$ cat config.mk
export PLATFORM = sky130hd
export DESIGN_NAME = usb_charge_port_mode_control
export DESIGN_NICKNAME = d
export VERILOG_FILES = /design/src/verilog/charge_port_pkg.sv /design/src/verilog/usb_charge_port_mode_control.sv
export SDC_FILE = /design/constraint.sdc
export NUM_CORES = 1
export LEC_CHECK = 0
export BUFFER_PORTS_ARGS = -buffer_cell sky130_fd_sc_hd__buf_2
export CORE_ASPECT_RATIO = 0.7
export CORE_MARGIN = 2
export CORE_UTILIZATION = 51
export DETAILED_ROUTE_END_ITERATION = 7
export PLACE_DENSITY_LB_ADDON = 0.2
export SYNTH_ARGS = -nofsm -noshare
export SYNTH_HDL_FRONTEND = slang
export SYNTH_SLANG_ARGS = --single-unit
$ cat constraint.sdc
create_clock -name pclk -period 4.5 [get_ports pclk]
set_clock_uncertainty 0.1 [all_clocks]
set_input_delay 0.9 -clock pclk [delete_from_list [all_inputs] [get_ports pclk]]
set_output_delay 0.9 -clock pclk [all_outputs]
set_load 0.05 [all_outputs]
$ cat src/verilog/charge_port_pkg.sv
// Package: register map, field layout, mode encodings and timing counts for the charge port mode control
package charge_port_pkg;

   // Register byte offsets
   localparam logic [7:0] CTRL_OFS    = 8'h00;
   localparam logic [7:0] STATUS_OFS  = 8'h04;
   localparam logic [7:0] DEBOUNCE_OFS = 8'h08;
   localparam logic [7:0] HOLD12_OFS  = 8'h0c;

   // Control register fields
   localparam int CTRL_VARIANT_BIT = 0;   // 1: variant without pass switches
   localparam int CTRL_SPREAD_BIT  = 1;   // Spread-spectrum dithering enable
   localparam logic [31:0] CTRL_RESET = 32'h0000_0002;

   // Status register fields
   localparam int ST_STATE_LSB   = 0;
   localparam int ST_MODE_LSB    = 4;
   localparam int ST_DCP_LSB     = 8;
   localparam int ST_BUCK_BIT    = 12;
   localparam int ST_PWM_BIT     = 13;
   localparam int ST_SWITCH_BIT  = 14;
   localparam int ST_VCONN1_BIT  = 15;
   localparam int ST_VCONN2_BIT  = 16;
   localparam int ST_ADV3A_BIT   = 17;

   // Timing: debounce and 1.2 V hold, in microseconds, and derived cycle counts at 10 MHz
   localparam int CLK_MHZ        = 10;
   localparam int DEBOUNCE_US    = 200;
   localparam int HOLD12_US      = 100;
   localparam logic [31:0] DEBOUNCE_CYC = 32'(DEBOUNCE_US * CLK_MHZ);
   localparam logic [31:0] HOLD12_CYC   = 32'(HOLD12_US * CLK_MHZ);

   // Port operating states
   typedef enum logic [1:0] {
      ST_OFF,
      ST_STANDBY,
      ST_DEBOUNCE,
      ST_ACTIVE
   } port_state_t;

   // Charging modes
   typedef enum logic [2:0] {
      MODE_RESERVED,
      MODE_TYPEC,
      MODE_SDP,
      MODE_CDP,
      MODE_DCP
   } usb_mode_t;

   // DCP auto-detect schemes
   typedef enum logic [1:0] {
      DCP_DIVIDER,
      DCP_HOLD12,
      DCP_SHORTED
   } dcp_state_t;

   // Data-line drive controls
   typedef struct packed {
      logic div_bias;      // Both lines biased to 2.7 V
      logic bias_12;       // Both lines pulled to 1.2 V
      logic short_lines;   // D+ tied to D- through low impedance
      logic pass_switch;   // Data pass switches closed
   } dline_ctl_t;

   // Analog status inputs
   typedef struct packed {
      logic en_high;
      logic vin_ok;
      logic vcc_ok;
      logic ext_fet_ilim;
      logic vconn_ilim;
   } supply_t;

endpackage

$ cat src/verilog/usb_charge_port_mode_control.sv
// Mode control for a Type-C and battery-charging downstream port with step-down regulator
// What this block does
// Enabled without sink on either CC line: standby, regulator off, bus at zero.
// Active only with enable high, both supplies good and valid CC detection.
// Active mode runs regulator in forced continuous PWM with spread-spectrum dithering.
// Pass-switch variant: 00 and 01 reserved, 10 Type-C 1.5A SDP, 11 3A CDP.
// No-switch variant: 01 3A auto DCP, 10 1.5A SDP, 11 3A CDP.
// Mode-select inputs watched continuously; mode follows each change.
// After input supply good, enable sampled; operation starts only if high.
// Regulator turns on only after sink detection persists for debounce time.
// Active-cable termination on the other CC line gets VCONN applied.
// Always start in Type-C mode, then move to selected charging mode.
// Sink drives 0.6 V on D+, reads D-: below 0.3 V means SDP.
// Sink drives 0.6 V on D-, reads D+: below 0.3 V means CDP.
// DCP uses one automatic state choosing shorted, divider or 1.2 V scheme.
// Divider scheme biases both data lines to 2.7 V.
// 1.2 V scheme shorts and pulls lines to 1.2 V, then goes shorted.
// Shorted scheme ties D+ to D- through at most 200 ohms.
// DCP sequencer starts in the divider scheme.
// Shorted-compliant sink: brief 1.2 V scheme, then settle in shorted scheme.
// Stay in 1.2 V or shorted until data line released, then divider.
// Sink responding to divider scheme keeps the sequencer in divider.
// Pass switches close in CDP and SDP only with enable high and attach entered.
// Switches open in external-FET current limit, stay closed in VCONN limit.
// Debounce and 1.2 V hold durations are configurable cycle counts.
//
// The register offsets and the APB slave port were decided locally.
`timescale 1ns/10ps
`default_nettype none

module usb_charge_port_mode_control (
   // Clock and reset
   input  wire logic                         pclk,
   input  wire logic                         presetn,
   // APB slave
   input  wire logic                         psel,
   input  wire logic                         penable,
   input  wire logic                         pwrite,
   input  wire logic [7:0]                   paddr,
   input  wire logic [31:0]                  pwdata,
   output logic      [31:0]                  prdata,
   output logic                              pready,
   output logic                              pslverr,
   // Pins and analog status
   input  wire charge_port_pkg::supply_t     supply,
   input  wire logic                         mode_select_1,
   input  wire logic                         mode_select_2,
   input  wire logic                         cc1_rd,
   input  wire logic                         cc2_rd,
   input  wire logic                         cc1_ra,
   input  wire logic                         cc2_ra,
   input  wire logic                         dline_sink_drive,
   input  wire logic                         dline_divider_resp,
   // Regulator and line controls
   output logic                              buck_enable,
   output logic                              forced_continuous_pwm,
   output logic                              spread_enable,
   output logic                              load_switch_gate_drive,
   output logic                              vconn_cc1,
   output logic                              vconn_cc2,
   output logic                              adv_3a,
   output var charge_port_pkg::dline_ctl_t   dline_ctl
);

   ////////////////////////////////////////////////////////////////////////////////
   // Registers and state

   logic [31:0]                   ctrl_q;
   logic [31:0]                   debounce_q;
   logic [31:0]                   hold12_q;
   charge_port_pkg::port_state_t  state_q;
   charge_port_pkg::usb_mode_t    mode_q;
   charge_port_pkg::usb_mode_t    sel_mode;
   charge_port_pkg::dcp_state_t   dcp_q;
   logic [31:0]                   cnt_q;
   logic [31:0]                   hcnt_q;
   logic                          sink_seen;
   logic                          supplies_ok;
   logic                          wr_en;
   logic                          rd_en;
   logic                          addr_ok;
   logic                          no_switch;

   // Attach, supply and bus qualifiers
   assign sink_seen   = cc1_rd | cc2_rd;
   assign supplies_ok = supply.en_high & supply.vin_ok & supply.vcc_ok;
   assign no_switch   = ctrl_q[charge_port_pkg::CTRL_VARIANT_BIT];
   assign wr_en       = psel & penable & pwrite;
   assign rd_en       = psel & ~penable & ~pwrite;

   // Decode a mode-select pair for the selected variant
   function automatic charge_port_pkg::usb_mode_t decode_mode(input logic [1:0] sel, input logic nosw);
      charge_port_pkg::usb_mode_t m;
      m = charge_port_pkg::MODE_RESERVED;
      unique case (sel)
         2'h1:    m = nosw ? charge_port_pkg::MODE_DCP : charge_port_pkg::MODE_RESERVED;
         2'h2:    m = charge_port_pkg::MODE_SDP;
         2'h3:    m = charge_port_pkg::MODE_CDP;
         default: m = charge_port_pkg::MODE_RESERVED;
      endcase
      return m;
   endfunction

   // Address match for the four mapped words
   function automatic logic addr_hit(input logic [7:0] a);
      return (a == charge_port_pkg::CTRL_OFS) || (a == charge_port_pkg::STATUS_OFS) ||
             (a == charge_port_pkg::DEBOUNCE_OFS) || (a == charge_port_pkg::HOLD12_OFS);
   endfunction

   // Unmapped words get an error and read zero
   assign addr_ok  = addr_hit(paddr);
   assign sel_mode = decode_mode({mode_select_1, mode_select_2}, no_switch);

   ////////////////////////////////////////////////////////////////////////////////
   // APB register writes; zero-wait slave, writes land on the access cycle

   always_ff @(posedge pclk or negedge presetn) begin
      if (!presetn) begin
         ctrl_q     <= charge_port_pkg::CTRL_RESET;
         debounce_q <= charge_port_pkg::DEBOUNCE_CYC;
         hold12_q   <= charge_port_pkg::HOLD12_CYC;
      end else if (wr_en) begin
         if (paddr == charge_port_pkg::CTRL_OFS) begin
            ctrl_q <= pwdata;
         end
         if (paddr == charge_port_pkg::DEBOUNCE_OFS) begin
            debounce_q <= pwdata;
         end
         if (paddr == charge_port_pkg::HOLD12_OFS) begin
            hold12_q <= pwdata;
         end
      end
   end

   // Read data is captured in setup so the access cycle sees it from a flop
   always_ff @(posedge pclk or negedge presetn) begin
      if (!presetn) begin
         prdata <= 32'h0000_0000;
      end else if (rd_en) begin
         unique case (paddr)
            charge_port_pkg::CTRL_OFS:     prdata <= ctrl_q;
            charge_port_pkg::DEBOUNCE_OFS: prdata <= debounce_q;
            charge_port_pkg::HOLD12_OFS:   prdata <= hold12_q;
            charge_port_pkg::STATUS_OFS: begin
               prdata <= 32'h0000_0000;
               prdata[charge_port_pkg::ST_STATE_LSB +: 2] <= state_q;
               prdata[charge_port_pkg::ST_MODE_LSB +: 3]  <= mode_q;
               prdata[charge_port_pkg::ST_DCP_LSB +: 2]   <= dcp_q;
               prdata[charge_port_pkg::ST_BUCK_BIT]       <= buck_enable;
               prdata[charge_port_pkg::ST_PWM_BIT]        <= forced_continuous_pwm;
               prdata[charge_port_pkg::ST_SWITCH_BIT]     <= dline_ctl.pass_switch;
               prdata[charge_port_pkg::ST_VCONN1_BIT]     <= vconn_cc1;
               prdata[charge_port_pkg::ST_VCONN2_BIT]     <= vconn_cc2;
               prdata[charge_port_pkg::ST_ADV3A_BIT]      <= adv_3a;
            end
            default: prdata <= 32'h0000_0000;
         endcase
      end
   end

   // Ready and error are flops asserted in the access cycle
   always_ff @(posedge pclk or negedge presetn) begin
      if (!presetn) begin
         pready  <= 1'b0;
         pslverr <= 1'b0;
      end else begin
         pready  <= psel & ~penable;
         pslverr <= psel & ~penable & ~addr_ok;
      end
   end

   ////////////////////////////////////////////////////////////////////////////////
   // Port state: off, standby, attach debounce, active

   always_ff @(posedge pclk or negedge presetn) begin
      if (!presetn) begin
         state_q <= charge_port_pkg::ST_OFF;
         cnt_q   <= 32'h0000_0000;
      end else if (!supplies_ok) begin
         state_q <= charge_port_pkg::ST_OFF;
         cnt_q   <= 32'h0000_0000;
      end else begin
         unique case (state_q)
            charge_port_pkg::ST_OFF: begin
               state_q <= charge_port_pkg::ST_STANDBY;
            end
            charge_port_pkg::ST_STANDBY: begin
               // A CC glitch restarts the debounce from zero
               cnt_q <= 32'h0000_0000;
               if (sink_seen) begin
                  state_q <= charge_port_pkg::ST_DEBOUNCE;
               end
            end
            charge_port_pkg::ST_DEBOUNCE: begin
               if (!sink_seen) begin
                  state_q <= charge_port_pkg::ST_STANDBY;
               end else if (cnt_q + 32'h0000_0001 >= debounce_q) begin
                  state_q <= charge_port_pkg::ST_ACTIVE;
               end else begin
                  cnt_q <= cnt_q + 32'h0000_0001;
               end
            end
            charge_port_pkg::ST_ACTIVE: begin
               if (!sink_seen) begin
                  state_q <= charge_port_pkg::ST_STANDBY;
               end
            end
         endcase
      end
   end

   ////////////////////////////////////////////////////////////////////////////////
   // Charging mode: Type-C first, then whatever the select pins command

   always_ff @(posedge pclk or negedge presetn) begin
      if (!presetn) begin
         mode_q <= charge_port_pkg::MODE_TYPEC;
      end else if (state_q != charge_port_pkg::ST_ACTIVE) begin
         mode_q <= charge_port_pkg::MODE_TYPEC;
      end else begin
         // Reserved codes keep power but grant no extras
         mode_q <= sel_mode;
      end
   end

   ////////////////////////////////////////////////////////////////////////////////
   // DCP auto-detect sequencer

   always_ff @(posedge pclk or negedge presetn) begin
      if (!presetn) begin
         dcp_q  <= charge_port_pkg::DCP_DIVIDER;
         hcnt_q <= 32'h0000_0000;
      end else if (mode_q != charge_port_pkg::MODE_DCP) begin
         dcp_q  <= charge_port_pkg::DCP_DIVIDER;
         hcnt_q <= 32'h0000_0000;
      end else begin
         unique case (dcp_q)
            charge_port_pkg::DCP_DIVIDER: begin
               hcnt_q <= 32'h0000_0000;
               // A divider responder keeps the divider; a driving sink goes through 1.2 V
               if (dline_sink_drive && !dline_divider_resp) begin
                  dcp_q <= charge_port_pkg::DCP_HOLD12;
               end
            end
            charge_port_pkg::DCP_HOLD12: begin
               // Releasing the line aborts the 1.2 V step
               if (!dline_sink_drive) begin
                  dcp_q <= charge_port_pkg::DCP_DIVIDER;
               end else if (hcnt_q + 32'h0000_0001 >= hold12_q) begin
                  dcp_q <= charge_port_pkg::DCP_SHORTED;
               end else begin
                  hcnt_q <= hcnt_q + 32'h0000_0001;
               end
            end
            charge_port_pkg::DCP_SHORTED: begin
               if (!dline_sink_drive) begin
                  dcp_q <= charge_port_pkg::DCP_DIVIDER;
               end
            end
            default: dcp_q <= charge_port_pkg::DCP_DIVIDER;
         endcase
      end
   end

   ////////////////////////////////////////////////////////////////////////////////
   // Outputs, all registered

   always_ff @(posedge pclk or negedge presetn) begin
      if (!presetn) begin
         buck_enable            <= 1'b0;
         forced_continuous_pwm  <= 1'b0;
         spread_enable          <= 1'b0;
         load_switch_gate_drive <= 1'b0;
         vconn_cc1              <= 1'b0;
         vconn_cc2              <= 1'b0;
         adv_3a                 <= 1'b0;
         dline_ctl              <= '0;
      end else begin
         buck_enable            <= state_q == charge_port_pkg::ST_ACTIVE;
         forced_continuous_pwm  <= state_q == charge_port_pkg::ST_ACTIVE;
         spread_enable          <= (state_q == charge_port_pkg::ST_ACTIVE) &&
                                   ctrl_q[charge_port_pkg::CTRL_SPREAD_BIT];
         // Gate drive tracks the regulator; FET limit cuts it
         load_switch_gate_drive <= (state_q == charge_port_pkg::ST_ACTIVE) && !supply.ext_fet_ilim;
         // VCONN goes to the CC line with Ra while the other carries the sink
         vconn_cc1 <= (state_q == charge_port_pkg::ST_ACTIVE) && cc1_ra && cc2_rd;
         vconn_cc2 <= (state_q == charge_port_pkg::ST_ACTIVE) && cc2_ra && cc1_rd;
         adv_3a    <= (mode_q == charge_port_pkg::MODE_CDP) || (mode_q == charge_port_pkg::MODE_DCP);
         dline_ctl.div_bias    <= (mode_q == charge_port_pkg::MODE_DCP) &&
                                  (dcp_q == charge_port_pkg::DCP_DIVIDER);
         dline_ctl.bias_12     <= (mode_q == charge_port_pkg::MODE_DCP) &&
                                  (dcp_q == charge_port_pkg::DCP_HOLD12);
         dline_ctl.short_lines <= (mode_q == charge_port_pkg::MODE_DCP) &&
                                  (dcp_q != charge_port_pkg::DCP_DIVIDER);
         // VCONN limit deliberately does not open the switches
         dline_ctl.pass_switch <= !no_switch && supply.en_high &&
                                  (state_q == charge_port_pkg::ST_ACTIVE) &&
                                  ((mode_q == charge_port_pkg::MODE_SDP) ||
                                   (mode_q == charge_port_pkg::MODE_CDP)) &&
                                  !supply.ext_fet_ilim;
      end
   end

   ////////////////////////////////////////////////////////////////////////////////
   // Checks

   // Port state and regulator
   chk_standby_buck_off: assert property (@(posedge pclk) disable iff (!presetn)
      (state_q == charge_port_pkg::ST_STANDBY) |=> !buck_enable)
      else $error("buck on during standby");

   chk_active_needs_supply: assert property (@(posedge pclk) disable iff (!presetn)
      !supplies_ok |=> state_q == charge_port_pkg::ST_OFF)
      else $error("state not off without supplies");

   chk_pwm_with_buck: assert property (@(posedge pclk) disable iff (!presetn)
      buck_enable == forced_continuous_pwm)
      else $error("pwm mode differs from buck enable");

   // Mode decode, start-up, debounce entry and VCONN side
   chk_reserved_decode: assert property (@(posedge pclk) disable iff (!presetn)
      (state_q == charge_port_pkg::ST_ACTIVE && {mode_select_1, mode_select_2} == 2'h0 && supplies_ok && sink_seen)
      |=> mode_q == charge_port_pkg::MODE_RESERVED)
      else $error("reserved select not decoded");

   chk_dcp_decode: assert property (@(posedge pclk) disable iff (!presetn)
      (mode_q == charge_port_pkg::MODE_DCP) |-> no_switch)
      else $error("dcp on switch variant");

   chk_mode_follow: assert property (@(posedge pclk) disable iff (!presetn)
      (state_q == charge_port_pkg::ST_ACTIVE && $stable(state_q)) |=> mode_q == $past(sel_mode))
      else $error("mode did not follow select");

   chk_off_to_standby: assert property (@(posedge pclk) disable iff (!presetn)
      (state_q == charge_port_pkg::ST_OFF && supplies_ok) |=> state_q == charge_port_pkg::ST_STANDBY)
      else $error("start-up did not reach standby");

   chk_debounce_entry: assert property (@(posedge pclk) disable iff (!presetn)
      (state_q != charge_port_pkg::ST_ACTIVE) ##1 (state_q == charge_port_pkg::ST_ACTIVE)
      |-> $past(state_q) == charge_port_pkg::ST_DEBOUNCE)
      else $error("active without debounce");

   chk_vconn_side: assert property (@(posedge pclk) disable iff (!presetn)
      vconn_cc1 |-> !vconn_cc2)
      else $error("vconn on both lines");

   chk_typec_first: assert property (@(posedge pclk) disable iff (!presetn)
      (state_q != charge_port_pkg::ST_ACTIVE) |=> mode_q == charge_port_pkg::MODE_TYPEC)
      else $error("mode not type-c before active");

   // DCP sequencer and data lines
   chk_dcp_hold: assert property (@(posedge pclk) disable iff (!presetn)
      (dcp_q == charge_port_pkg::DCP_SHORTED) |-> $past(dcp_q) != charge_port_pkg::DCP_DIVIDER)
      else $error("shorted without 1.2 V step");

   chk_dcp_restart: assert property (@(posedge pclk) disable iff (!presetn)
      (mode_q != charge_port_pkg::MODE_DCP) |=> dcp_q == charge_port_pkg::DCP_DIVIDER)
      else $error("sequencer not back in divider");

   chk_hold_shorts: assert property (@(posedge pclk) disable iff (!presetn)
      dline_ctl.bias_12 |-> dline_ctl.short_lines)
      else $error("1.2 V bias without short");

   chk_switch_gate: assert property (@(posedge pclk) disable iff (!presetn)
      supply.ext_fet_ilim |=> !dline_ctl.pass_switch)
      else $error("switch closed under fet limit");

   chk_switch_enable: assert property (@(posedge pclk) disable iff (!presetn)
      !supply.en_high |=> !dline_ctl.pass_switch)
      else $error("switch closed with enable low");

endmodule

`default_nettype wire
==> impl_metrics.toml, run 1 <==
[outcome]
status = "completed"

[finish]
final_cell_mix = "dfrtp_1 (197), nand2_1 (107), mux2_2 (102), buf_2 (100), inv_1 (75)"
syn2layout_area_growth_pct = 16.48
layout.nets = 1378
final_common_cell = "dfrtp_1"
drive_above_1_share = 0.2615

[clocking]
cts.clk_slew.worst_paths_ns = 0.07
clk_latency_ns = 0.51
root_buffer = "clkbuf_16"
cts_made_buffers = 22
clkSinkCount = 211
cts_tree = "built"
htreeDepth = 1
postCtsHoldBufs = 0
clockBufferDepth = 3

[power_and_ir_drop]
netSwitchingFraction = 0.2193
pwr-share-seq = 0.436
pwr-share-clk = 0.506
p_comb_frac = 0.058
internal-power_uw = 3444
power_density_nw_per_um2 = 317.5
power_leakage_uw = 0.006907
vdd_drop_max_mv = 0.2368
power_switching_uw = 967.6

[hold_path]
hp-class = "register to register"

[timing]
fin_ws_ns = 0.2629
hold_violations = 0
slew_headroom = 0.2961
hold_ws_ns = 0.3712
report.final.setup_viol = 0
fin_crit_sh = 0.9416
rsz0062_at_grt = "yes"
tns_ns = 0
min_period_ns = 4.237
tightestPinTransition_ns = 1.056
fmax_mhz = 236.0
finalMaxSlewViolations = 0

[placed_design]
pre_cts_ws_ns = 0.09604
routabilityCongestion = 0.8373
numPortBuffers = 101
dp.final_hpwl_mm = 21.77

[routing]
avgViaCountPerCell = 5.725
first_pass_iters = 5
vias = 9040
drtAntennaViolNets = 0
drc = 0
drt_wl_total_mm = 30.18
routedWlPerCell_um = 19.11
drtIter0Drc = 616

[synthesis]
synth-seq-area-share = 0.4441
async_reset_ff_frac = 1.000
synth.distinct_cells = 71
syn_inst = 1136
syn-num-nets = 1264
synthesis.area_um2 = 11930
syn_avg_cell_area_um2 = 10.50
yosysWarnings = 0
synth-main-ff-cell = "dfrtp_1"
synth_edf_count = 0
ys_seq_elements = 211

[global_routing]
grt_max_degree = 131
grt.total_usage = 0.2462
antenna_found_initial = 2
grt_pass1_wl_mm = 48.67
grt_overflow = 0
grt_pass1_vias = 8810

[setup_path]
critPathArrivalTime_ns = 4.59
critPathSlowestCell = "nor4_1"
worstPathMaxFanout = 14
max_stage_delay_ns = 0.47
critPathRequiredTime_ns = 4.85
start_kind = "register"
worstPathCellList = "nand4_1, or2_1, or2_1, nor2_2, nand3_1, xnor2_1, ha_1, nand4_1, nor4_1, o211a_1, a2111o_1, buf_4, o21bai_4, a311oi_4, buf_12, a221o_1"
crit_type = "register to register"
critPathCaptureType = "register"

[floorplanning]
die_x_um = 186.8
die_h_um = 132.0
ios = 103
die-area_um2 = 24650
initial_core_util = 0.5233
core_um2 = 22790
rows = 46

[run]
maxCapViolations = 0
==> logic make-up after synthesis <==
kind of cell             after synthesis  share of synthesized area
AO/OA/AOI/OAI                        182                     0.1111
XOR/XNOR                              59                    0.04332
adder cells (fa/ha/maj)               70                    0.07343
buffers and inverters                131                    0.04427
flip-flops                           211                     0.4441
multiplexers                         144                     0.1378
AND/OR/NAND/NOR                      339                     0.1459
==> routing by layer <==
metal	GRT usage	vias up	routed length (µm)
met5	0	-	13
met4	0.04938	2	522
met3	0.04339	35	1847
met2	0.3658	245	12970
met1	0.3776	4479	14830
li1	-	4279	-
==> area by class of cell <==
cell class	count	area [µm²]
Tap cell	312	390.4
Timing Repair Buffer	146	915.9
Clock buffer	28	624.3
Antenna cell	1	2.502
Fill cell	1942	8899
Inverter	75	281.5
Clock inverter	12	264.0
Multi-Input combinational cell	794	6117
Sequential cell	211	5298
==> per-stage QoR <==
step	util	instance area, µm²	total power [µW]	instances
6_report	0.6096	13890	4412	1579
5_1_grt	0.6095	13890	4537	1578
4_1_cts	0.6085	13870	4435	1577
3_5_place_dp	0.5696	12980	2214	1537
3_3_place_gp	0.5696	12980	2210	1537
2_1_floorplan	-	11930	2076	1136
==> synthesized netlist by cell type (all sizes together), types with 25 or more instances <==
| cell | instances | area [µm²] |
|---|---|---|
| buf | 25 | 130.1 |
| nand2 | 107 | 401.6 |
| mux2 | 102 | 1149 |
| and3 | 32 | 205.2 |
| mux2i | 36 | 360.4 |
| xnor2 | 38 | 332.8 |
| a22o | 25 | 219.0 |
| nand3 | 40 | 210.2 |
| ha | 70 | 875.8 |
| a21oi | 47 | 235.2 |
| dfrtp | 197 | 4930 |
| nor2 | 67 | 254.0 |
| inv | 75 | 281.5 |
| clkbuf | 31 | 116.4 |
| o21ai | 41 | 205.2 |
==> registers in the layout, summed over array words and instances (netlist names), 2 cells and up <==
| register | cells |
|---|---|
| cnt_q | 32 |
| ctrl_q | 32 |
| dcp_q | 2 |
| debounce_q | 32 |
| dline_ctl | 4 |
| hcnt_q | 32 |
| hold12_q | 32 |
| mode_q | 3 |
| prdata | 32 |
| state_q | 2 |
==> power groups by stage <==
stage	Sequential (µW)	Combinational, µW	Clock [µW]
CTS	1920	257	2260
floorplan	1960	117	0
finish	1920	256	2230
global placement	1960	254	0
detailed placement	1960	257	0
global route	1920	281	2330
==> final timing paths <==
kind / start / endpoint / slack, ns / cells past startpoint
min: prdata[31] / prdata[31] / 0.37 / 2
min in group asynchronous: presetn / hcnt_q[26] / 0.44 / 1
max reg2reg: cnt_q[7] / cnt_q[16] / 0.26 / 16
max: cnt_q[7] / cnt_q[16] / 0.26 / 16
max in group asynchronous: presetn / ctrl_q[1] / 2.95 / 2
min reg2reg: prdata[31] / prdata[31] / 0.37 / 2
==> timing repair <==
item | in CTS | in global routing
buffers inserted | 0 | 1
hold endpoints to repair | 0 | 0
endpoints found under the setup margin | 0 | 21
resized for setup | 0 | 1
==> worst max-delay path, delay by kind of cell, from the launching register on <==
| family | cells | cell delay [ns] |
|---|---|---|
| fa+ha+maj | 1 | 0.30 |
| simple gates | 7 | 1.85 |
| buf+inv | 2 | 0.32 |
| flops | 1 | 0.42 |
| compound gates | 5 | 1.02 |
| xor+xnor | 1 | 0.16 |
(Power assumes the default switching activity.)
==> inputs of run 2 (changes only) <==
--- a/config.mk
+++ b/config.mk
@@ -9,8 +9,10 @@
 export CORE_ASPECT_RATIO = 0.7
 export CORE_MARGIN = 2
 export CORE_UTILIZATION = 51
+export CTS_BUF_LIST = sky130_fd_sc_hd__clkbuf_4
 export DETAILED_ROUTE_END_ITERATION = 7
 export PLACE_DENSITY_LB_ADDON = 0.2
+export SKIP_CTS_REPAIR_TIMING = 1
 export SYNTH_ARGS = -nofsm -noshare
 export SYNTH_HDL_FRONTEND = slang
 export SYNTH_SLANG_ARGS = --single-unit
==> impl_metrics.toml, run 2 (synthesis results as in run 1) <==
[setup_path]
worstPathMaxFanout = 14
critPathRequiredTime_ns = 4.97
crit_type = "register to register"
critPathCaptureType = "register"
start_kind = "register"
critPathArrivalTime_ns = 4.75
r2r_slack_ns = 0.23
r2r_cells = 16

[floorplanning]
core_um2 = 22790
rows = 46
initial_core_util = 0.5233
die_h_um = 132.0
die_x_um = 186.8
die-area_um2 = 24650
ios = 103

[clocking]
cts_tree = "built"
htreeDepth = 2
clk_latency_ns = 0.69
root_buffer = "clkbuf_4"
cts.clk_slew.worst_paths_ns = 0.07
cts_made_buffers = 53
clkSinkCount = 211
clockBufferDepth = 3

[routing]
drc = 0
drtAntennaViolNets = 0
routedWlPerCell_um = 18.52
drt_wl_total_mm = 30.20
first_pass_iters = 5
drtIter0Drc = 621
avgViaCountPerCell = 5.659
vias = 9230

[global_routing]
grt_overflow = 0
grt_pass1_wl_mm = 48.33
grt.total_usage = 0.2465
grt_pass1_vias = 8916
antenna_found_initial = 2
grt_max_degree = 131

[power_and_ir_drop]
power_leakage_uw = 0.006884
power_density_nw_per_um2 = 280.9
vdd_drop_max_mv = 0.1840

[timing]
min_period_ns = 4.275
rsz0062_at_grt = "yes"
fin_crit_sh = 0.9499
tns_ns = 0
report.final.setup_viol = 0
finalMaxSlewViolations = 0
fin_ws_ns = 0.2255
fmax_mhz = 233.9
hold_violations = 0
tightestPinTransition_ns = 1.070
slew_headroom = 0.2866

[run]
maxCapViolations = 0

[finish]
layout.nets = 1409
final_cell_mix = "dfrtp_1 (197), nand2_1 (107), mux2_2 (102), buf_2 (100), clkbuf_4 (83)"
final_common_cell = "dfrtp_1"
final_cell_count_no_fill = 1631
syn2layout_area_growth_pct = 14.80
fin_util = 0.6008
drive_above_1_share = 0.2876
num-fill-cells = 2013

[placed_design]
pre_cts_ws_ns = 0.09604
dp_cells = 1537
numPortBuffers = 101
routabilityCongestion = 0.8373
dp.final_hpwl_mm = 21.77

[outcome]
status = "completed"

[hold_path]
hp-class = "input pin to asynchronous set/reset pin"
[run 2: final timing paths]
path	from	endpoint
worst max register to register	cnt_q[7]	cnt_q[16]
worst min-delay path	presetn	hcnt_q[31]
worst max-delay path	cnt_q[7]	cnt_q[16]
max in group asynchronous	presetn	ctrl_q[1]
worst min register to register	prdata[31]	prdata[31]
min in group pclk	supply[1]	load_switch_gate_drive
[run 2: area by class of cell]
| class | instances | area, µm² | area share |
|---|---|---|---|
| multi-input cells | 794 | 6122 | 0.4471 |
| well taps | 312 | 390.4 | 0.02851 |
| clock inverters | 9 | 60.06 | 0.004386 |
| diodes | 1 | 2.502 | 0.0001827 |
| flip-flops and latches | 211 | 5298 | 0.3869 |
| clock buffers | 83 | 623.1 | 0.04550 |
| repair buffers | 146 | 915.9 | 0.06689 |
| inverters | 75 | 281.5 | 0.02056 |
[run 2: critical path, stage by stage, from the launching register on]
cell and delay, ns:
dfrtp_1 0.42, nand4_1 0.19, or2_1 0.35, or2_1 0.27, nor2_2 0.21, nand3_1 0.15, xnor2_1 0.17, ha_1 0.30
nand4_1 0.18, nor4_1 0.47, o211a_1 0.22, a2111o_1 0.15, buf_4 0.13, o21bai_4 0.08, a311oi_4 0.42, buf_12 0.19
a221o_1 0.15
[run 2: per-stage QoR]
stage | hold slack, ns | area [µm²] | power [µW]
after detailed placement | 0.3647 | 12980 | 2214
final | 0.2566 | 13690 | 3847
after global placement | 0.3573 | 12980 | 2210
after global routing | 0.2565 | 13690 | 4019
after floorplan | 0.3747 | 11930 | 2076
after CTS | 0.2241 | 13660 | 3891
[run 2: layer usage]
metal,vias up,wire length (µm),global-route usage,part of all wire
li1,4364,-,-,-
met1,4540,14830,0.3738,0.49
met3,42,2151,0.05696,0.071
met2,282,12790,0.3567,0.42
met4,2,419,0.05820,0.014
met5,-,11,0,0.00036
[run 2: report_power, final]
group	switching (µW)	internal (µW)
registers	9.96	1910
clock network	782	885
logic	166	90.8
total	958	2890
